<file path="src/verilog/irf_pkg.sv">
// What this block does
// - Upper mask gates channels 32 to 63
// - Upper bit k governs channel 32+k
// - Upper bit 0 enables channel 32
// - Upper set 70h, clear 74h
// - Reading either upper port returns mask
// - Lower mask: set 78h, clear 7Ch
// - Lower mask gates channels 0 to 31
// - Lower bit n enables channel n
// - Source asserting edge sets event bit, except sources 28, 30 and 31
// - Writing one at set port sets event, except reserved bits 31 and 28
// - Only clear-port one clears an event
// - Event read returns events AND mask
// - Event set 80h, clear 84h
// - Event bit 30 is the extra event
// - Either enabled GP input raises bit 30
package irf_pkg;
   // Register byte offsets
   localparam logic [7:0] OFS_UPPER_SET = 8'h70;
   localparam logic [7:0] OFS_UPPER_CLR = 8'h74;
   localparam logic [7:0] OFS_LOWER_SET = 8'h78;
   localparam logic [7:0] OFS_LOWER_CLR = 8'h7C;
   localparam logic [7:0] OFS_EVENT_SET = 8'h80;
   localparam logic [7:0] OFS_EVENT_CLR = 8'h84;
   localparam int ADDR_LSB = 0;
   localparam int ADDR_MSB = 7;

   // Field layout
   localparam int GP_EVENT_BIT = 30;
   localparam int CH_UPPER_BIT = 5;
   localparam logic [31:0] EVENT_IMPL = 32'h6FFF_FFFF;
   localparam logic [31:0] MASK_RESET = 32'h0000_0000;
   localparam logic [31:0] EVENT_RESET = 32'h0000_0000;
   localparam logic [31:0] RDATA_NONE = 32'h0000_0000;

   // AHB encodings
   localparam logic [1:0] HTRANS_NONSEQ = 2'h2;
   localparam logic HRESP_OKAY = 1'h0;

   // Bus slave states, one-hot
   typedef enum logic [2:0] {
      BUS_IDLE = 3'b001,
      BUS_WAIT = 3'b010,
      BUS_DONE = 3'b100
   } irf_bus_state_t;

   // Received isochronous packet header as seen by the filter
   typedef struct packed {
      logic valid;
      logic [5:0] channel;
   } irf_rx_pkt_t;

   // Latched address phase
   typedef struct packed {
      logic write;
      logic [7:0] addr;
   } irf_addr_phase_t;
endpackage

</file>
<file path="src/verilog/irf_regs.sv">
`timescale 1ns/1ps
module irf_regs #(
   parameter int NUM_SRC = 32
) (
   input wire logic hclk,
   input wire logic hresetn,
   input wire logic hsel,
   input wire logic [31:0] haddr,
   input wire logic [1:0] htrans,
   input wire logic hwrite,
   input wire logic [2:0] hsize,
   input wire logic [31:0] hwdata,
   input wire logic hready,
   output logic hreadyout,
   output logic hresp,
   output logic [31:0] hrdata,
   input wire irf_pkg::irf_rx_pkt_t rx_pkt,
   output logic rx_accept,
   output logic [5:0] rx_accept_channel,
   input wire logic [NUM_SRC-1:0] irq_src,
   input wire logic [1:0] gp_irq,
   input wire logic [1:0] gp_irq_en,
   input wire logic [31:0] irq_mask,
   output logic [31:0] irq_event
);

   irf_pkg::irf_bus_state_t state;
   irf_pkg::irf_bus_state_t next_state;
   irf_pkg::irf_addr_phase_t aphase;
   logic take;
   logic wr_go;
   logic rd_go;
   logic [31:0] upper_mask;
   logic [31:0] lower_mask;
   logic [31:0] src_prev;
   logic [31:0] src_now;
   logic gp_level;
   logic gp_prev;
   logic [31:0] edge_vec;
   logic [31:0] sw_set;
   logic [31:0] sw_clr;
   logic [31:0] ev_visible;
   logic [31:0] next_rdata;

   // Write-one port decode; zero bits have no effect
   function automatic logic [31:0] w1(input logic [7:0] a, input logic [7:0] ofs, input logic [31:0] d);
      w1 = (a == ofs) ? d : 32'h0000_0000;
   endfunction

   // Channel lookup across both mask words
   function automatic logic ch_enabled(input logic [5:0] ch, input logic [31:0] up, input logic [31:0] lo);
      logic [4:0] idx;
      idx = ch[4:0];
      ch_enabled = ch[irf_pkg::CH_UPPER_BIT] ? up[idx] : lo[idx];
   endfunction

   // Address phase accepted only when this slave is not mid transfer
   assign take = hsel && (htrans == irf_pkg::HTRANS_NONSEQ) && hready && (state != irf_pkg::BUS_WAIT);
   assign wr_go = (state == irf_pkg::BUS_WAIT) && aphase.write;
   assign rd_go = (state == irf_pkg::BUS_WAIT) && !aphase.write;
   assign hresp = irf_pkg::HRESP_OKAY;
   assign hreadyout = (state != irf_pkg::BUS_WAIT);

   // One wait state so read data comes from a flop and sees any prior write
   always_comb begin
      case (state)
         irf_pkg::BUS_IDLE: next_state = take ? irf_pkg::BUS_WAIT : irf_pkg::BUS_IDLE;
         irf_pkg::BUS_WAIT: next_state = irf_pkg::BUS_DONE;
         irf_pkg::BUS_DONE: next_state = take ? irf_pkg::BUS_WAIT : irf_pkg::BUS_IDLE;
         default: next_state = irf_pkg::BUS_IDLE;
      endcase
   end

   // Bus state register
   always_ff @(posedge hclk or negedge hresetn) begin
      if (!hresetn) begin
         state <= irf_pkg::BUS_IDLE;
      end else begin
         state <= next_state;
      end
   end

   // Address phase capture
   always_ff @(posedge hclk or negedge hresetn) begin
      if (!hresetn) begin
         aphase <= '0;
      end else if (take) begin
         aphase.write <= hwrite;
         aphase.addr <= haddr[irf_pkg::ADDR_MSB:irf_pkg::ADDR_LSB];
      end
   end

   // Software strobes for the event word, live only in a write data phase
   assign sw_set = wr_go ? w1(aphase.addr, irf_pkg::OFS_EVENT_SET, hwdata) : 32'h0000_0000;
   assign sw_clr = wr_go ? w1(aphase.addr, irf_pkg::OFS_EVENT_CLR, hwdata) : 32'h0000_0000;

   // Upper channel mask, set and clear ports; undefined reset made zero
   always_ff @(posedge hclk or negedge hresetn) begin
      if (!hresetn) begin
         upper_mask <= irf_pkg::MASK_RESET;
      end else if (wr_go) begin
         upper_mask <= (upper_mask | w1(aphase.addr, irf_pkg::OFS_UPPER_SET, hwdata))
                       & ~w1(aphase.addr, irf_pkg::OFS_UPPER_CLR, hwdata);
      end
   end

   // Lower channel mask, set and clear ports
   always_ff @(posedge hclk or negedge hresetn) begin
      if (!hresetn) begin
         lower_mask <= irf_pkg::MASK_RESET;
      end else if (wr_go) begin
         lower_mask <= (lower_mask | w1(aphase.addr, irf_pkg::OFS_LOWER_SET, hwdata))
                       & ~w1(aphase.addr, irf_pkg::OFS_LOWER_CLR, hwdata);
      end
   end

   // Widen the source vector; absent sources read as idle
   always_comb begin
      src_now = 32'h0000_0000;
      src_now[NUM_SRC-1:0] = irq_src;
   end

   // Either enabled general-purpose input forms the extra event level
   assign gp_level = (gp_irq[0] && gp_irq_en[0]) || (gp_irq[1] && gp_irq_en[1]);

   // Asserting edges only; a held level does not refire after a clear
   always_comb begin
      edge_vec = src_now & ~src_prev & irf_pkg::EVENT_IMPL;
      edge_vec[irf_pkg::GP_EVENT_BIT] = gp_level && !gp_prev;
   end

   // Edge detector history
   always_ff @(posedge hclk or negedge hresetn) begin
      if (!hresetn) begin
         src_prev <= 32'h0000_0000;
         gp_prev <= 1'b0;
      end else begin
         src_prev <= src_now;
         gp_prev <= gp_level;
      end
   end

   // Event bits; a set in the same cycle as a clear wins
   always_ff @(posedge hclk or negedge hresetn) begin
      if (!hresetn) begin
         irq_event <= irf_pkg::EVENT_RESET;
      end else begin
         irq_event <= ((irq_event & ~sw_clr) | edge_vec | sw_set) & irf_pkg::EVENT_IMPL;
      end
   end

   // Masked view of the event word
   assign ev_visible = irq_event & irq_mask;

   // Read mux; both ports of a pair read the same value
   always_comb begin
      case (aphase.addr)
         irf_pkg::OFS_UPPER_SET, irf_pkg::OFS_UPPER_CLR: next_rdata = upper_mask;
         irf_pkg::OFS_LOWER_SET, irf_pkg::OFS_LOWER_CLR: next_rdata = lower_mask;
         irf_pkg::OFS_EVENT_SET, irf_pkg::OFS_EVENT_CLR: next_rdata = ev_visible;
         default: next_rdata = irf_pkg::RDATA_NONE;
      endcase
   end

   // Read data loaded in the wait cycle, held until the next read
   always_ff @(posedge hclk or negedge hresetn) begin
      if (!hresetn) begin
         hrdata <= irf_pkg::RDATA_NONE;
      end else if (rd_go) begin
         hrdata <= next_rdata;
      end
   end

   // Receive filter; the decision is registered one cycle after the header
   always_ff @(posedge hclk or negedge hresetn) begin
      if (!hresetn) begin
         rx_accept <= 1'b0;
         rx_accept_channel <= 6'h00;
      end else begin
         rx_accept <= rx_pkt.valid && ch_enabled(rx_pkt.channel, upper_mask, lower_mask);
         rx_accept_channel <= rx_pkt.channel;
      end
   end

   // Receive filter checks; each header is judged against the mask of its own cycle
   upper_block_a: assert property (@(posedge hclk) disable iff (!hresetn)
      rx_pkt.valid && rx_pkt.channel[irf_pkg::CH_UPPER_BIT] && !upper_mask[rx_pkt.channel[4:0]] |=> !rx_accept)
      else $error("upper channel accepted while masked");

   top_channel_a: assert property (@(posedge hclk) disable iff (!hresetn)
      rx_pkt.valid && (rx_pkt.channel == 6'h3F) |=> (rx_accept == $past(upper_mask[31])) && (rx_accept_channel == 6'h3F))
      else $error("channel 63 not governed by upper bit 31");

   base_channel_a: assert property (@(posedge hclk) disable iff (!hresetn)
      rx_pkt.valid && (rx_pkt.channel == 6'h20) |=> rx_accept == $past(upper_mask[0]))
      else $error("channel 32 not governed by upper bit 0");

   // Register port checks; write data is only valid in the wait cycle
   upper_set_a: assert property (@(posedge hclk) disable iff (!hresetn)
      wr_go && (aphase.addr == irf_pkg::OFS_UPPER_SET) |=> upper_mask == ($past(upper_mask) | $past(hwdata)))
      else $error("upper set port did not set");

   upper_clear_a: assert property (@(posedge hclk) disable iff (!hresetn)
      wr_go && (aphase.addr == irf_pkg::OFS_UPPER_CLR) |=> upper_mask == ($past(upper_mask) & ~$past(hwdata)))
      else $error("upper clear port did not clear");

   upper_read_a: assert property (@(posedge hclk) disable iff (!hresetn)
      rd_go && ((aphase.addr == irf_pkg::OFS_UPPER_SET) || (aphase.addr == irf_pkg::OFS_UPPER_CLR))
      |=> hreadyout && (hrdata == upper_mask))
      else $error("upper mask read mismatch");

   lower_ports_a: assert property (@(posedge hclk) disable iff (!hresetn)
      wr_go && (aphase.addr == irf_pkg::OFS_LOWER_CLR) |=> lower_mask == ($past(lower_mask) & ~$past(hwdata)))
      else $error("lower clear port did not clear");

   lower_set_a: assert property (@(posedge hclk) disable iff (!hresetn)
      wr_go && (aphase.addr == irf_pkg::OFS_LOWER_SET) |=> lower_mask == ($past(lower_mask) | $past(hwdata)))
      else $error("lower set port did not set");

   lower_read_a: assert property (@(posedge hclk) disable iff (!hresetn)
      rd_go && ((aphase.addr == irf_pkg::OFS_LOWER_SET) || (aphase.addr == irf_pkg::OFS_LOWER_CLR))
      |=> hrdata == $past(lower_mask))
      else $error("lower mask read mismatch");

   idle_reject_a: assert property (@(posedge hclk) disable iff (!hresetn)
      !rx_pkt.valid |=> !rx_accept)
      else $error("accept without a received header");

   channel_echo_a: assert property (@(posedge hclk) disable iff (!hresetn)
      rx_pkt.valid |=> rx_accept_channel == $past(rx_pkt.channel))
      else $error("accepted channel number mismatch");

   lower_gate_a: assert property (@(posedge hclk) disable iff (!hresetn)
      rx_pkt.valid && !rx_pkt.channel[5] |=> rx_accept == $past(lower_mask[rx_pkt.channel[4:0]]))
      else $error("lower channel gate mismatch");

   lower_map_a: assert property (@(posedge hclk) disable iff (!hresetn)
      rx_pkt.valid && (rx_pkt.channel == 6'h1E) |=> rx_accept == $past(lower_mask[30]))
      else $error("channel 30 not governed by lower bit 30");

   edge_sets_a: assert property (@(posedge hclk) disable iff (!hresetn)
      edge_vec != 32'h0000_0000 |=> (irq_event & $past(edge_vec)) == $past(edge_vec))
      else $error("asserting edge lost");

   soft_set_a: assert property (@(posedge hclk) disable iff (!hresetn)
      sw_set != 32'h0000_0000
      |=> (irq_event & $past(sw_set) & irf_pkg::EVENT_IMPL) == ($past(sw_set) & irf_pkg::EVENT_IMPL))
      else $error("set port did not set event");

   only_clear_a: assert property (@(posedge hclk) disable iff (!hresetn)
      1'b1 |=> ($past(irq_event) & ~irq_event & ~$past(sw_clr)) == 32'h0000_0000)
      else $error("event dropped without clear write");

   // Masked reads are built from the raw inputs, not from the read mux
   masked_read_a: assert property (@(posedge hclk) disable iff (!hresetn)
      rd_go && (aphase.addr == irf_pkg::OFS_EVENT_CLR) |=> hrdata == ($past(irq_event) & $past(irq_mask)))
      else $error("event read not masked");

   event_set_read_a: assert property (@(posedge hclk) disable iff (!hresetn)
      rd_go && (aphase.addr == irf_pkg::OFS_EVENT_SET) |=> hrdata == ($past(irq_event) & $past(irq_mask)))
      else $error("event set port read not masked");

   event_ports_a: assert property (@(posedge hclk) disable iff (!hresetn)
      wr_go && (aphase.addr == irf_pkg::OFS_EVENT_CLR) && (edge_vec == 32'h0000_0000)
      |=> irq_event == ($past(irq_event) & ~$past(hwdata)))
      else $error("event clear port mismatch");

   gp_event_a: assert property (@(posedge hclk) disable iff (!hresetn)
      $rose(gp_level) |=> irq_event[irf_pkg::GP_EVENT_BIT]
      ##1 (irq_event[irf_pkg::GP_EVENT_BIT] || $past(sw_clr[irf_pkg::GP_EVENT_BIT])))
      else $error("general-purpose edge missed its event bit");

   reserved_zero_a: assert property (@(posedge hclk) disable iff (!hresetn)
      (irq_event & ~irf_pkg::EVENT_IMPL) == 32'h0000_0000)
      else $error("reserved event bit set");

   // Watched at the pins so a broken enable gate is caught
   gp_rise_a: assert property (@(posedge hclk) disable iff (!hresetn)
      $rose(|(gp_irq & gp_irq_en)) |=> irq_event[irf_pkg::GP_EVENT_BIT])
      else $error("enabled general-purpose input missed");

   gp_quiet_a: assert property (@(posedge hclk) disable iff (!hresetn)
      ((gp_irq & gp_irq_en) == 2'h0) && !irq_event[irf_pkg::GP_EVENT_BIT] && !sw_set[irf_pkg::GP_EVENT_BIT]
      |=> !irq_event[irf_pkg::GP_EVENT_BIT])
      else $error("disabled general-purpose input raised event");

   zero_write_a: assert property (@(posedge hclk) disable iff (!hresetn)
      wr_go && (hwdata == 32'h0000_0000) |=> (upper_mask == $past(upper_mask)) && (lower_mask == $past(lower_mask)))
      else $error("zero write changed a mask");

   bus_wait_a: assert property (@(posedge hclk) disable iff (!hresetn)
      take |=> !hreadyout ##1 hreadyout)
      else $error("transfer not one wait state");

endmodule

</file>
<file path="config.mk">
export PLATFORM = sky130hd
export DESIGN_NAME = irf_regs
export DESIGN_NICKNAME = d
export VERILOG_FILES = /design/src/verilog/irf_pkg.sv /design/src/verilog/irf_regs.sv
export SDC_FILE = /design/constraint.sdc
export NUM_CORES = 1
export LEC_CHECK = 0
export CORE_MARGIN = 5
export CORE_UTILIZATION = 60
export DETAILED_ROUTE_END_ITERATION = 8
export DONT_BUFFER_PORTS = 1
export GPL_TIMING_DRIVEN = 1
export PLACE_DENSITY = 0.76
export SLEW_MARGIN = 25
export SYNTH_ARGS = -nofsm -noshare
export SYNTH_HDL_FRONTEND = slang
export SYNTH_SLANG_ARGS = --single-unit
</file>
<file path="constraint.sdc">
create_clock -name hclk -period 1.9 [get_ports hclk]
set_clock_uncertainty 0.05 [all_clocks]
set_input_delay 0.19 -clock hclk [delete_from_list [all_inputs] [get_ports hclk]]
set_output_delay 0.19 -clock hclk [all_outputs]
set_load 0.01 [all_outputs]
</file>
Yosys cells after proc, flatten, opt, wreduce, memory -nomap -nowiden
Cells that the tools add are included.

cells by class
  $lt $le $gt $ge = 1
  equality and inequality tests = 11
  multiplexer cells = 16
  bitwise operators = 13
  reduce and logical (&&, ||, !) cells = 16

operators by type and width
  cell                count
  $mux 32             4
  $mux 31             4
  $pmux 32 s3         1
  $and 32x32->32      2
  $not 32->32         2
  $or 32x32->32       2
  $or 31x31->31       2
  $and 31x32->32      1
  $eq 8x7->1 const B  4
  $and 31x31->31      1
  $not 31->31         1
  $and 30x30->30      1
  $not 30->30         1
  $eq 8x8->1 const B  2
  $bmux 1 s5          2
  $logic_and 1x1->1   9
  $reduce_or 2->1     4
  $lt 5x6->1 const B  1
  $pmux 3 s2          1
  $eq 3x1->1 const B  1
  $eq 3x2->1 const B  1
  $eq 3x3->1 const B  1
  $mux 1              3
  $ne 3x2->1 const B  1
  other kinds (4)     5

storage, ports and cells
  bits in registers = 176
  input bits = 149
  output and inout port bits = 73
  logic and storage cells = 68

Logic depth before layout (Yosys ltp)
Gate-level depths: netlist (run 1).

  depth after elaboration = 7
  mapped depth = 7

Worst setup path before layout (run 1)
No wires, ideal clock.

  path kind = register -> register
  start point = register aphase[7] (netlist name)
  end point = register upper_mask[0]
  library setup time = 137 ps
  data arrival time = 1580 ps
  data required time = 1713 ps
  path slack = 133 ps
  stages on the path, launching flop included = 8
  clock period less this slack = 1767 ps
  path through = dfrtp_1 > nand4b_1 > or4_1 > buf_2 > nor2_4 > buf_6 > nand2_1 > mux2i_1

between the ends
  longest elaborated chain between the ends = 4
  elaborated cells between the ends (all ways) = 7
  classes of those cells = eq/ne: 2; mux: 2; bitwise: 3

RTL lines
  element                                       line                              source
  from (decl)                                   irf_regs.sv:29                    irf_pkg::irf_addr_phase_t aphase;
  $eq 8x7->1                                    irf_regs.sv:47                    w1 = (a == ofs) ? d : 32'h0000_0000;
  $mux 32                                       irf_regs.sv:47
  $or 32x32->32 or $not 32->32 (tied branches)  irf_regs.sv:102, irf_regs.sv:103
  $and 32x32->32 *                              irf_regs.sv:103                   & ~w1(aphase.addr, irf_pkg::OFS_UPPER_CLR, hwdata);
  to (signal assigned)                          irf_regs.sv:100                   upper_mask <= irf_pkg::MASK_RESET;
  to (signal assigned)                          irf_regs.sv:102                   upper_mask <= (upper_mask | w1(aphase.addr, irf_pkg::OFS_UPPER_SET, hwdata))
  to (decl)                                     irf_regs.sv:33                    logic [31:0] upper_mask;

Every way passes the cells marked *; elsewhere a longest branch is shown, timed or not.
A chain may end at the register's enable or synchronous reset.

Worst setup path after layout (run 1)
  start point = register aphase[7] (netlist name)
  end point = register lower_mask[25]

between the ends
  longest elaborated chain between the ends = 4
  elaborated cells between the ends (all ways) = 7
  classes of those cells = eq/ne: 2; mux: 2; bitwise: 3

RTL lines
  element                                       line                              source
  $eq 8x7->1                                    irf_regs.sv:47
  $mux 32                                       irf_regs.sv:47
  $or 32x32->32 or $not 32->32 (tied branches)  irf_regs.sv:112, irf_regs.sv:113
  $and 32x32->32 *                              irf_regs.sv:113                   & ~w1(aphase.addr, irf_pkg::OFS_LOWER_CLR, hwdata);
  to (signal assigned)                          irf_regs.sv:110                   lower_mask <= irf_pkg::MASK_RESET;
  to (signal assigned)                          irf_regs.sv:112                   lower_mask <= (lower_mask | w1(aphase.addr, irf_pkg::OFS_LOWER_SET, hwdata))
  to (decl)                                     irf_regs.sv:34                    logic [31:0] lower_mask;

Marks and branches as above.

==> results.ini, run 1 <==
[floorplan]
die_height_um=125.2
die_w_um=125.2
fp.coreArea_um2=13140
initial_core_util_pct=60.57
io_pins=222
rows=42
dieArea_um2=15670

[power_and_ir_drop]
swShare_pct=24.72
p_seq_share_pct=49.0
total_power_mw=8.089
p_sw_mw=2.000
ir_drop_mv=0.6117
power_frac_comb_pct=7.8
intPower_mw=6.089
p_leak_nw=5.219
clkPwrFrac_pct=43.2
p_per_area_nw_per_um2=797.4

[synthesis]
syn_area_um2=7958
yosysSeqAreaShare_pct=55.05
synthTopCellsByArea=dfrtp_1, nand2_1, mux2i_1
synth.avg_cell_area_um2=10.60
synth-main-ff-cell=dfrtp_1
muxShareOfSynthArea_pct=12.85
synthArstFlopShare_pct=100.0
synthCells=751
synth_top_family_by_area=multiplexers
synth_warnings=0
yosysTopAreaCell=dfrtp_1
synthAdderAreaFrac_pct=0
synth_compound_area_share_pct=12.55
synth-simple-area-share_pct=11.79
synth_top_area_share_pct=54.72
synthXorXnorAreaFrac_pct=0.1101
ys_types=43
synth_edf_count=0
ys_seq_elements=175

[global_route]
grt_overflow=0
first_global_vias=6717
antenna_found_initial=1
grt_max_degree=176
grt.total_usage_pct=29.18
use_met3_pct=8.230
busiest_layer=met2
use_met1_pct=36.82
grt_use_met2_pct=47.90
grt_pass1_wl_um=35960

[place]
preCtsSetupSlack_ns=0.002829
hpwl_um=14580
numPortBuffers=0
placed_area_um2=8250
place_congestion=0.9718

[clock_tree]
cts_sinks=175
cts-root-buf=clkbuf_16
cts_tree=done
clk_pin_slew_worst_paths_ns=0.07
worstSkewPairLatency_ns=0.44
ctsLongestPathBuffers=2
h-tree-depth=4
cts_made_buffers=17

[detailed_routing]
drt-initial-drc-count=812
routedWlPerCell_um=23.13
ant_nets=0
drt-pass1-iter-count=5
wl_um=23970
vias_per_cell=6.241
drc=0
vias=6466

[sta]
setup_viol=58
worst_hold_slack_ns=-0.6084
setup_tns_ns=-3.283
layout_setup_ws_ns=-0.09750
period_share_pct=105.1
max_slew_margin_pct=58.41
rsz0062_at_grt=yes
fmax_ghz=0.5006
report.final.slew_viol_count=0
worst_pin_slew_ns=0.6238
period_minus_slack_ns=1.998
hold_viol=175

[hold_path]
hold_class=input port to asynchronous set/reset pin

[finish]
drive_gt1_share_pct=16.53
area_delta_synth_final_pct=27.48
fin_nets=995
fin_area_um2=10140

[worst_setup_path]
worst-path-max-fanout=8
startpoint_type=register
critPathKind=register to register
endpoint_kind=register
worstPathArrival_ns=2.30
required_ns=2.21

[flow_run]
maxCapViolCount=0

[status]
status=finished, violations left
violations=negative hold slack, negative setup slack

## metrics by stage
| stage | instances | util (%) |
|---|---|---|
| 2_1_floorplan | 753 | - |
| 3_3_place_gp | 908 | 62.80 |
| 3_5_place_dp | 908 | 62.80 |
| 4_1_cts | 1020 | 73.45 |
| 5_1_grt | 1036 | 77.22 |
| 6_report | 1036 | 77.22 |
## cell type report
cell class                 instances  area, um2
sequential                       175       4384
clock buffer                      17      425.4
inverter                          97      364.1
clock inverter                    15      160.2
fill                             782       2993
timing repair buffer             122       1315
antenna                            1      2.502
multi-input combinational        433       3273
tap                              176      220.2
## critical path: stages (launching register included)
cell	delay [ns]
dfrtp_1	0.40
nand4b_1	0.23
buf_4	0.19
nor4b_4	0.26
nor2b_4	0.25
buf_12	0.13
clkbuf_16	0.18
nand2_4	0.06
mux2i_1	0.16
## power by group through the flow
stage	Combinational (mW)	Sequential (mW)	Clock, mW
after floorplan	0.353	3.93	0
after global placement	0.398	4.01	0
after detailed placement	0.413	4.02	0
after CTS	0.579	3.95	3.51
after global routing	0.679	3.98	3.69
final	0.633	3.96	3.49
## per-layer routing
layer	part of all wire, %	vias to the layer above
li1	-	2790
met1	39	3229
met2	50	375
met3	7.6	72
met4	3.4	0
met5	0	-
## cell families after synthesis
family,count (synthesis)
muxes,87
and+or+nand+nor,224
DFF,175
other,1
AOI/OAI and AO/OA,118
xor gates and xnor gates,1
buffers and inverters,145
## synthesized netlist by cell type (3+ instances only)
master / count
nor2_1: 4
mux2i_1: 65
inv_1: 97
nand2_1: 193
mux4_2: 11
o221ai_1: 59
nand3_1: 5
mux2_2: 11
a22o_1: 31
o21ai_0: 6
a311oi_1: 3
clkbuf_1: 21
o31ai_1: 4
buf_6: 3
buf_2: 19
dfrtp_1: 174
o2111ai_1: 8
nand4_1: 4
buf_4: 4
## worst paths after layout
path	slack (ns)	cells past startpoint	to	start
setup / recovery	-0.1	8	lower_mask[25]$_DFFE_PN0P_	aphase[7]$_DFFE_PN0P_
hold / removal	-0.61	0	src_prev[0]$_DFF_PN0_	hresetn
setup reg to reg	-0.1	8	lower_mask[25]$_DFFE_PN0P_	aphase[7]$_DFFE_PN0P_
hold reg to reg	0.43	1	irq_event[16]$_DFF_PN0_	src_prev[16]$_DFF_PN0_
max in group asynchronous	2.20	0	state[0]$_DFF_PN1_	hresetn
min in group hclk	0.03	2	lower_mask[31]$_DFFE_PN0P_	hwdata[31]
## layout by cell type (no fill, tap or decap), drive strengths merged, types with 2 or more instances in the layout
cell type / count
mux2i: 65
bufinv: 2
buf: 37
a22o: 31
a311oi: 3
o221ai: 59
nor3b: 2
a31oi: 2
nand2: 193
nor2: 5
inv: 102
clkbuf: 21
o211ai: 2
conb: 3
nand3: 5
o21ai: 6
clkinv: 3
nand4: 4
nor3: 2
o31ai: 4
dfrtp: 174
dlygate4sd3: 81
nand4b: 2
mux4: 11
nor4b: 2
o2111ai: 8
mux2: 11
nand2b: 2
clkinvlp: 5
## registers in the layout (all words and copies together) (netlist names)
signal and cells:
hrdata 32, lower_mask 32, upper_mask 32, irq_event 30, src_prev 29, aphase 9, rx_accept_channel 6, state 3
gp_prev 1, rx_accept 1
## what timing repair did
item,in CTS,in global routing
hold buffers,80,1
pin swaps,0,23
resized for setup,3,78
cloned,0,6
endpoints found under the setup margin,7,118
hold endpoints to repair,315,176
setup buffers,0,9
Power figures use the tool's default switching activity.
==> run 2, diff against run 1 <==
--- a/config.mk
+++ b/config.mk
@@ -5,6 +5,7 @@
 export SDC_FILE = /design/constraint.sdc
 export NUM_CORES = 1
 export LEC_CHECK = 0
+export ABC_AREA = 1
 export CORE_MARGIN = 5
 export CORE_UTILIZATION = 60
 export DETAILED_ROUTE_END_ITERATION = 8
==> run 2 against run 1 <==
  * The run ends with negative hold slack left
  * Maximum frequency is 15% higher
  * Synthesized cell count is 23% higher
  * Final area is 5.2% lower
==> results.ini, run 2 <==
[synthesis]
ys_seq_elements=175
synthTopCellsByArea=dfrtp_1, nand2_1, a21oi_1
synth_top_area_share_pct=55.12
synthAdderAreaFrac_pct=0
synth.avg_cell_area_um2=8.558
synth_most_common_cell=nand2_1
synthXorXnorAreaFrac_pct=0
synth_compound_area_share_pct=14.62
synthCells=923
synth_edf_count=0
ys_types=26
synth-main-ff-cell=dfrtp_1
yosysSeqAreaShare_pct=55.46
synth-simple-area-share_pct=21.61
synthArstFlopShare_pct=100.0
synth_warnings=0
synth_top_family_by_area=simple AND/OR/NAND/NOR gates
muxShareOfSynthArea_pct=0.4277
syn_area_um2=7899
yosysTopAreaCell=dfrtp_1
synth.top_cells.by_count=nand2_1, dfrtp_1, a21oi_1, nand3_1, inv_1

[floorplan]
rows=42
dieArea_um2=15560
io_pins=222
die_w_um=124.7
die_height_um=124.7
fp.coreArea_um2=13090
initial_core_util_pct=60.37

[worst_setup_path]
startpoint_type=register
worstPathArrival_ns=1.98
worst-path-max-fanout=14
critPathKind=register to register
required_ns=2.15
endpoint_kind=register

[place]
placed_area_um2=8040
numPortBuffers=0
place_congestion=0.8290
hpwl_um=13910

[detailed_routing]
wl_um=21820
ant_nets=0
vias_per_cell=5.722
drc=0
routedWlPerCell_um=18.08
vias=6907
drt-pass1-iter-count=5
drt-initial-drc-count=592

[sta]
setup_viol=0
fmax_ghz=0.5749
period_minus_slack_ns=1.739
setup_tns_ns=0
max_slew_margin_pct=65.11
report.final.slew_viol_count=0
hold_viol=176
period_share_pct=91.54
worst_hold_slack_ns=-0.5918
worst_pin_slew_ns=0.5227
rsz0062_at_grt=no

[clock_tree]
worstSkewPairLatency_ns=0.43
cts_sinks=175
ctsLongestPathBuffers=2
cts-root-buf=clkbuf_16
cts_setup_buffers=0
h-tree-depth=4
cts_tree=done
cts_hold_buf=101
cts_made_buffers=17
clk_pin_slew_worst_paths_ns=0.06

[status]
violations=negative hold slack
status=finished, violations left

[finish]
fin_nets=1170
fill_cells=942
area_delta_synth_final_pct=21.73
fin_area_um2=9615
final_common_cell=nand2_1
reg.largest.list=hrdata (32), lower_mask (32), upper_mask (32)
diodes=0
drive_gt1_share_pct=7.177
layout_common_cells=nand2_1, dfrtp_1, a21oi_1, nand3_1, dlygate4sd3_1

[hold_path]
hold_class=input port to asynchronous set/reset pin

[power_and_ir_drop]
p_per_area_nw_per_um2=813.6
p_leak_nw=4.364
ir_drop_mv=0.5914
total_power_mw=7.823

[global_route]
antenna_found_initial=0
first_global_vias=7046
grt_overflow=0
grt_max_degree=176
grt_pass1_wl_um=36000
grt.total_usage_pct=28.52

[flow_run]
maxCapViolCount=0

run 2: cell count changes after synthesis, moves of 27 or more:
| cell | delta |
|---|---|
| nand3_1 | +109 |
| o21ai_1 | +27 |
| inv_1 | -50 |
| mux2i_1 | -65 |
| nand2_1 | +73 |
| a21oi_1 | +138 |
| a22o_1 | -28 |
| o221ai_1 | -29 |
run 2: logic make-up (layout without fill, tap and decap cells):
logic type / Yosys count / count (layout)
compound gates: 206 / 206
buf+inv: 135 / 241
flops: 175 / 175
mux: 3 / 3
other cells: 1 / 3
simple gates: 403 / 403
run 2: final timing paths:
path | startpoint | to | slack (ns) | cells after the start
min | hresetn | state[1]$_DFF_PN0_ | -0.59 | 0
max in group asynchronous | hresetn | aphase[8]$_DFFE_PN0P_ | 2.01 | 0
max reg2reg | state[0]$_DFF_PN1_ | lower_mask[22]$_DFFE_PN0P_ | 0.16 | 8
min reg2reg | src_prev[8]$_DFF_PN0_ | irq_event[8]$_DFF_PN0_ | 0.42 | 1
min in group hclk | irq_mask[24] | hrdata[24]$_DFFE_PN0P_ | 0 | 4
max | state[0]$_DFF_PN1_ | lower_mask[22]$_DFFE_PN0P_ | 0.16 | 8
run 2: worst max-delay path, stage by stage (launching register included):
cell      delay (ns)
dfstp_2         0.53
nor2_1          0.05
nand2_2         0.16
nor2_4          0.06
buf_6           0.16
nand2_1         0.14
clkinv_1        0.15
a21oi_1         0.22
a21oi_1         0.08
run 2: timing repair:
item,4_1_cts,5_1_grt
hold endpoints to repair,332,175
setup endpoints to repair,0,2
gates resized for setup,0,2
run 2: per-layer routing:
layer,GRT usage (%),wire (um),up-vias
met5,0,0,-
met4,8.640,361,0
met3,8.105,1879,28
met2,46.60,10810,310
met1,37.22,8769,3299
li1,-,-,3270
run 2: per-stage QoR:
step | instances | utilization (%) | setup slack, ns
after floorplan | 925 | - | 0.4412
after global placement | 1077 | 61.45 | 0.2662
after detailed placement | 1077 | 61.45 | 0.2133
after CTS | 1207 | 73.43 | 0.1420
after global routing | 1207 | 73.48 | 0.02798
final | 1207 | 73.48 | 0.1606
run 2: area by class of cell:
| type | count | area (um2) | area share (%) |
|---|---|---|---|
| Clock inverter | 9 | 120.1 | 1.249 |
| Multi-Input combinational cell | 615 | 2913 | 30.29 |
| Inverter | 85 | 319.1 | 3.318 |
| Tap cell | 176 | 220.2 | 2.290 |
| Sequential cell | 175 | 4380 | 45.56 |
| Clock buffer | 20 | 436.7 | 4.541 |
| Timing Repair Buffer | 127 | 1226 | 12.75 |
run 2: power by group:
part	switching [mW]	internal (mW)	total, mW	leakage (nW)
clock	1.34	2.03	3.37	0.279
combinational	0.248	0.246	0.494	2.06
sequential	0.109	3.85	3.96	2.03
==> run 3, diff against run 2 <==
--- a/config.mk
+++ b/config.mk
@@ -7,11 +7,11 @@
 export LEC_CHECK = 0
 export ABC_AREA = 1
 export CORE_MARGIN = 5
-export CORE_UTILIZATION = 60
+export CORE_UTILIZATION = 63
 export DETAILED_ROUTE_END_ITERATION = 8
 export DONT_BUFFER_PORTS = 1
 export GPL_TIMING_DRIVEN = 1
-export PLACE_DENSITY = 0.76
+export PLACE_DENSITY = 0.79
 export SLEW_MARGIN = 25
 export SYNTH_ARGS = -nofsm -noshare
 export SYNTH_HDL_FRONTEND = slang
==> run 3 against run 2 <==
  * Final area is 0.34% lower
  * Via count grew 3.6%
  * Worst setup slack worse by 0.060 ns
  * Critical path type unchanged
  * Critical endpoint is now upper_mask[18]$_DFFE_PN0P_
  * Maximum frequency fell by 3.3%
  * Highest routed layer unchanged
  * Clock power barely moved
  * Largest power group unchanged
  * The flow still finishes with violations (negative hold slack)
  * First-iteration DRC count down 5.1%
  * Power grew 0.37%
  * Critical path depth did not move
  * Largest cell class unchanged
==> results.ini, run 3 (synthesis results as in run 2) <==
[detailed_routing]
vias=7159
wl_met2_um=11430
met1_length_um=9158
drc=0
routedWlPerCell_um=19.35
vias_per_cell=5.966
wl_met3_um=2113
drt-pass1-iter-count=6
highest_layer=met4
drt-initial-drc-count=562
wl_um=23230
ant_nets=0

[finish]
fin_cells=1200
layout_common_cells=nand2_1, dfrtp_1, a21oi_1, nand3_1, dlygate4sd3_1
diodes=0
area_delta_synth_final_pct=21.32
drive_gt1_share_pct=7.296
fin_nets=1164
final_common_cell=nand2_1
reg.largest.list=hrdata (32), lower_mask (32), upper_mask (32)

[clock_tree]
h-tree-depth=4
cts_tree=done
clk_pin_slew_worst_paths_ns=0.07
worstSkewPairLatency_ns=0.43
cts-root-buf=clkbuf_16
cts_setup_buffers=0
cts_sinks=175
ctsLongestPathBuffers=2
cts_made_buffers=17

[global_route]
grt_max_degree=176
grt_overflow=0
antenna_found_initial=0
first_global_vias=7409
grt_pass1_wl_um=37490
grt.total_usage_pct=32.60

[worst_setup_path]
required_ns=2.16
worst-path-max-fanout=16
crit_buf_inv=2
r2r_slack_ns=0.10
critPathMostFrequentCell=a21oi_1
worstReg2RegEnd=upper_mask[18]$_DFFE_PN0P_
r2r_start=state[0]$_DFF_PN1_
critPathKind=register to register
path_depth=8
worstPathArrival_ns=2.06
startpoint_type=register
endpoint=upper_mask[18]$_DFFE_PN0P_
endpoint_kind=register
critPathLaunch=state[0]$_DFF_PN1_
critPathTopFamily=flip-flops
slowest_delay_ns=0.54
r2r.worst_path.cells=8
crit_chain=nor2_1 -> nand2_2 -> nor2_4 -> buf_4 -> nand2_1 -> clkinv_1 -> a21oi_1 -> a21oi_1
slowest_stage=dfstp_2

[sta]
fmax_ghz=0.5557
period_minus_slack_ns=1.800
setup_viol=0
report.final.slew_viol_count=0
max_slew_margin_pct=63.48
rsz0062_at_grt=no
setup_tns_ns=0
hold_viol=175
period_share_pct=94.72
worst_hold_slack_ns=-0.5973
worst_pin_slew_ns=0.5469

[power_and_ir_drop]
ir_drop_mv=0.6620
p_leak_nw=4.333
p_per_area_nw_per_um2=819.4

[place]
numPortBuffers=0
place_congestion=0.8270
dp.cells=1069
hpwl_um=13900

[floorplan]
die_w_um=122.0
initial_core_util_pct=63.36
io_pins=222
fp.coreArea_um2=12470
die_height_um=122.0
rows=41
dieArea_um2=14880

[hold_path]
hold_class=input port to asynchronous set/reset pin

[flow_run]
maxCapViolCount=0

[status]
violations=negative hold slack
status=finished, violations left

run 3: routing by layer:
metal / global-route usage, % / up-vias
met4: 11.97 / 0
met1: 41.14 / 3479
met5: 0 / -
met2: 54.21 / 363
met3: 8.960 / 50
li1: - / 3267
run 3: worst reg2reg max path, cell delays in order (launching register included):
cell and delay, ns:
dfstp_2 0.54, nor2_1 0.05, nand2_2 0.16, nor2_4 0.05
buf_4 0.20, nand2_1 0.18, clkinv_1 0.16, a21oi_1 0.22
a21oi_1 0.08
run 3: timing repair:
| item | 4_1_cts | 5_1_grt |
|---|---|---|
| endpoints found under the hold margin | 325 | 176 |
| setup endpoints to repair | 0 | 1 |
| hold buffers | 98 | 1 |
| gates resized for setup | 0 | 1 |
run 3: worst min-delay path by stage:
| stage | from | depth (start not counted) | endpoint | slack, ns |
|---|---|---|---|---|
| finish | hresetn | 0 | irq_event[2]$_DFF_PN0_ | -0.60 |
| floorplan | hresetn | 0 | aphase[0]$_DFFE_PN0P_ | -0.16 |
| global route | hresetn | 0 | irq_event[2]$_DFF_PN0_ | -0.61 |
| global placement | hresetn | 0 | state[1]$_DFF_PN0_ | -0.15 |
| CTS | hresetn | 0 | src_prev[7]$_DFF_PN0_ | -0.61 |
| detailed placement | hresetn | 0 | state[1]$_DFF_PN0_ | -0.15 |
run 3: layout make-up:
class	count	area, um2
Clock buffer	23	488.0
Clock inverter	9	83.83
Fill cell	851	2883
Inverter	85	319.1
Multi-Input combinational cell	615	2915
Sequential cell	175	4380
Tap cell	172	215.2
Timing Repair Buffer	121	1181
run 3: through the flow:
stage	util [%]	setup WS, ns	power, mW	cell area [um2]
after floorplan	-	0.4412	4.261	7906
after global placement	64.32	0.2521	4.316	8018
after detailed placement	64.32	0.1545	4.331	8018
after CTS	76.77	0.1477	7.820	9570
after global routing	76.87	0.003865	8.090	9583
final	76.87	0.1004	7.852	9583
run 3: power by group:
group	leakage [nW]	switching [mW]	total, mW	internal [mW]
Combinational	2.04	0.259	0.501	0.243
Clock	0.271	1.45	3.39	1.94
Sequential	2.03	0.115	3.96	3.85
Total	4.33	1.82	7.85	6.03
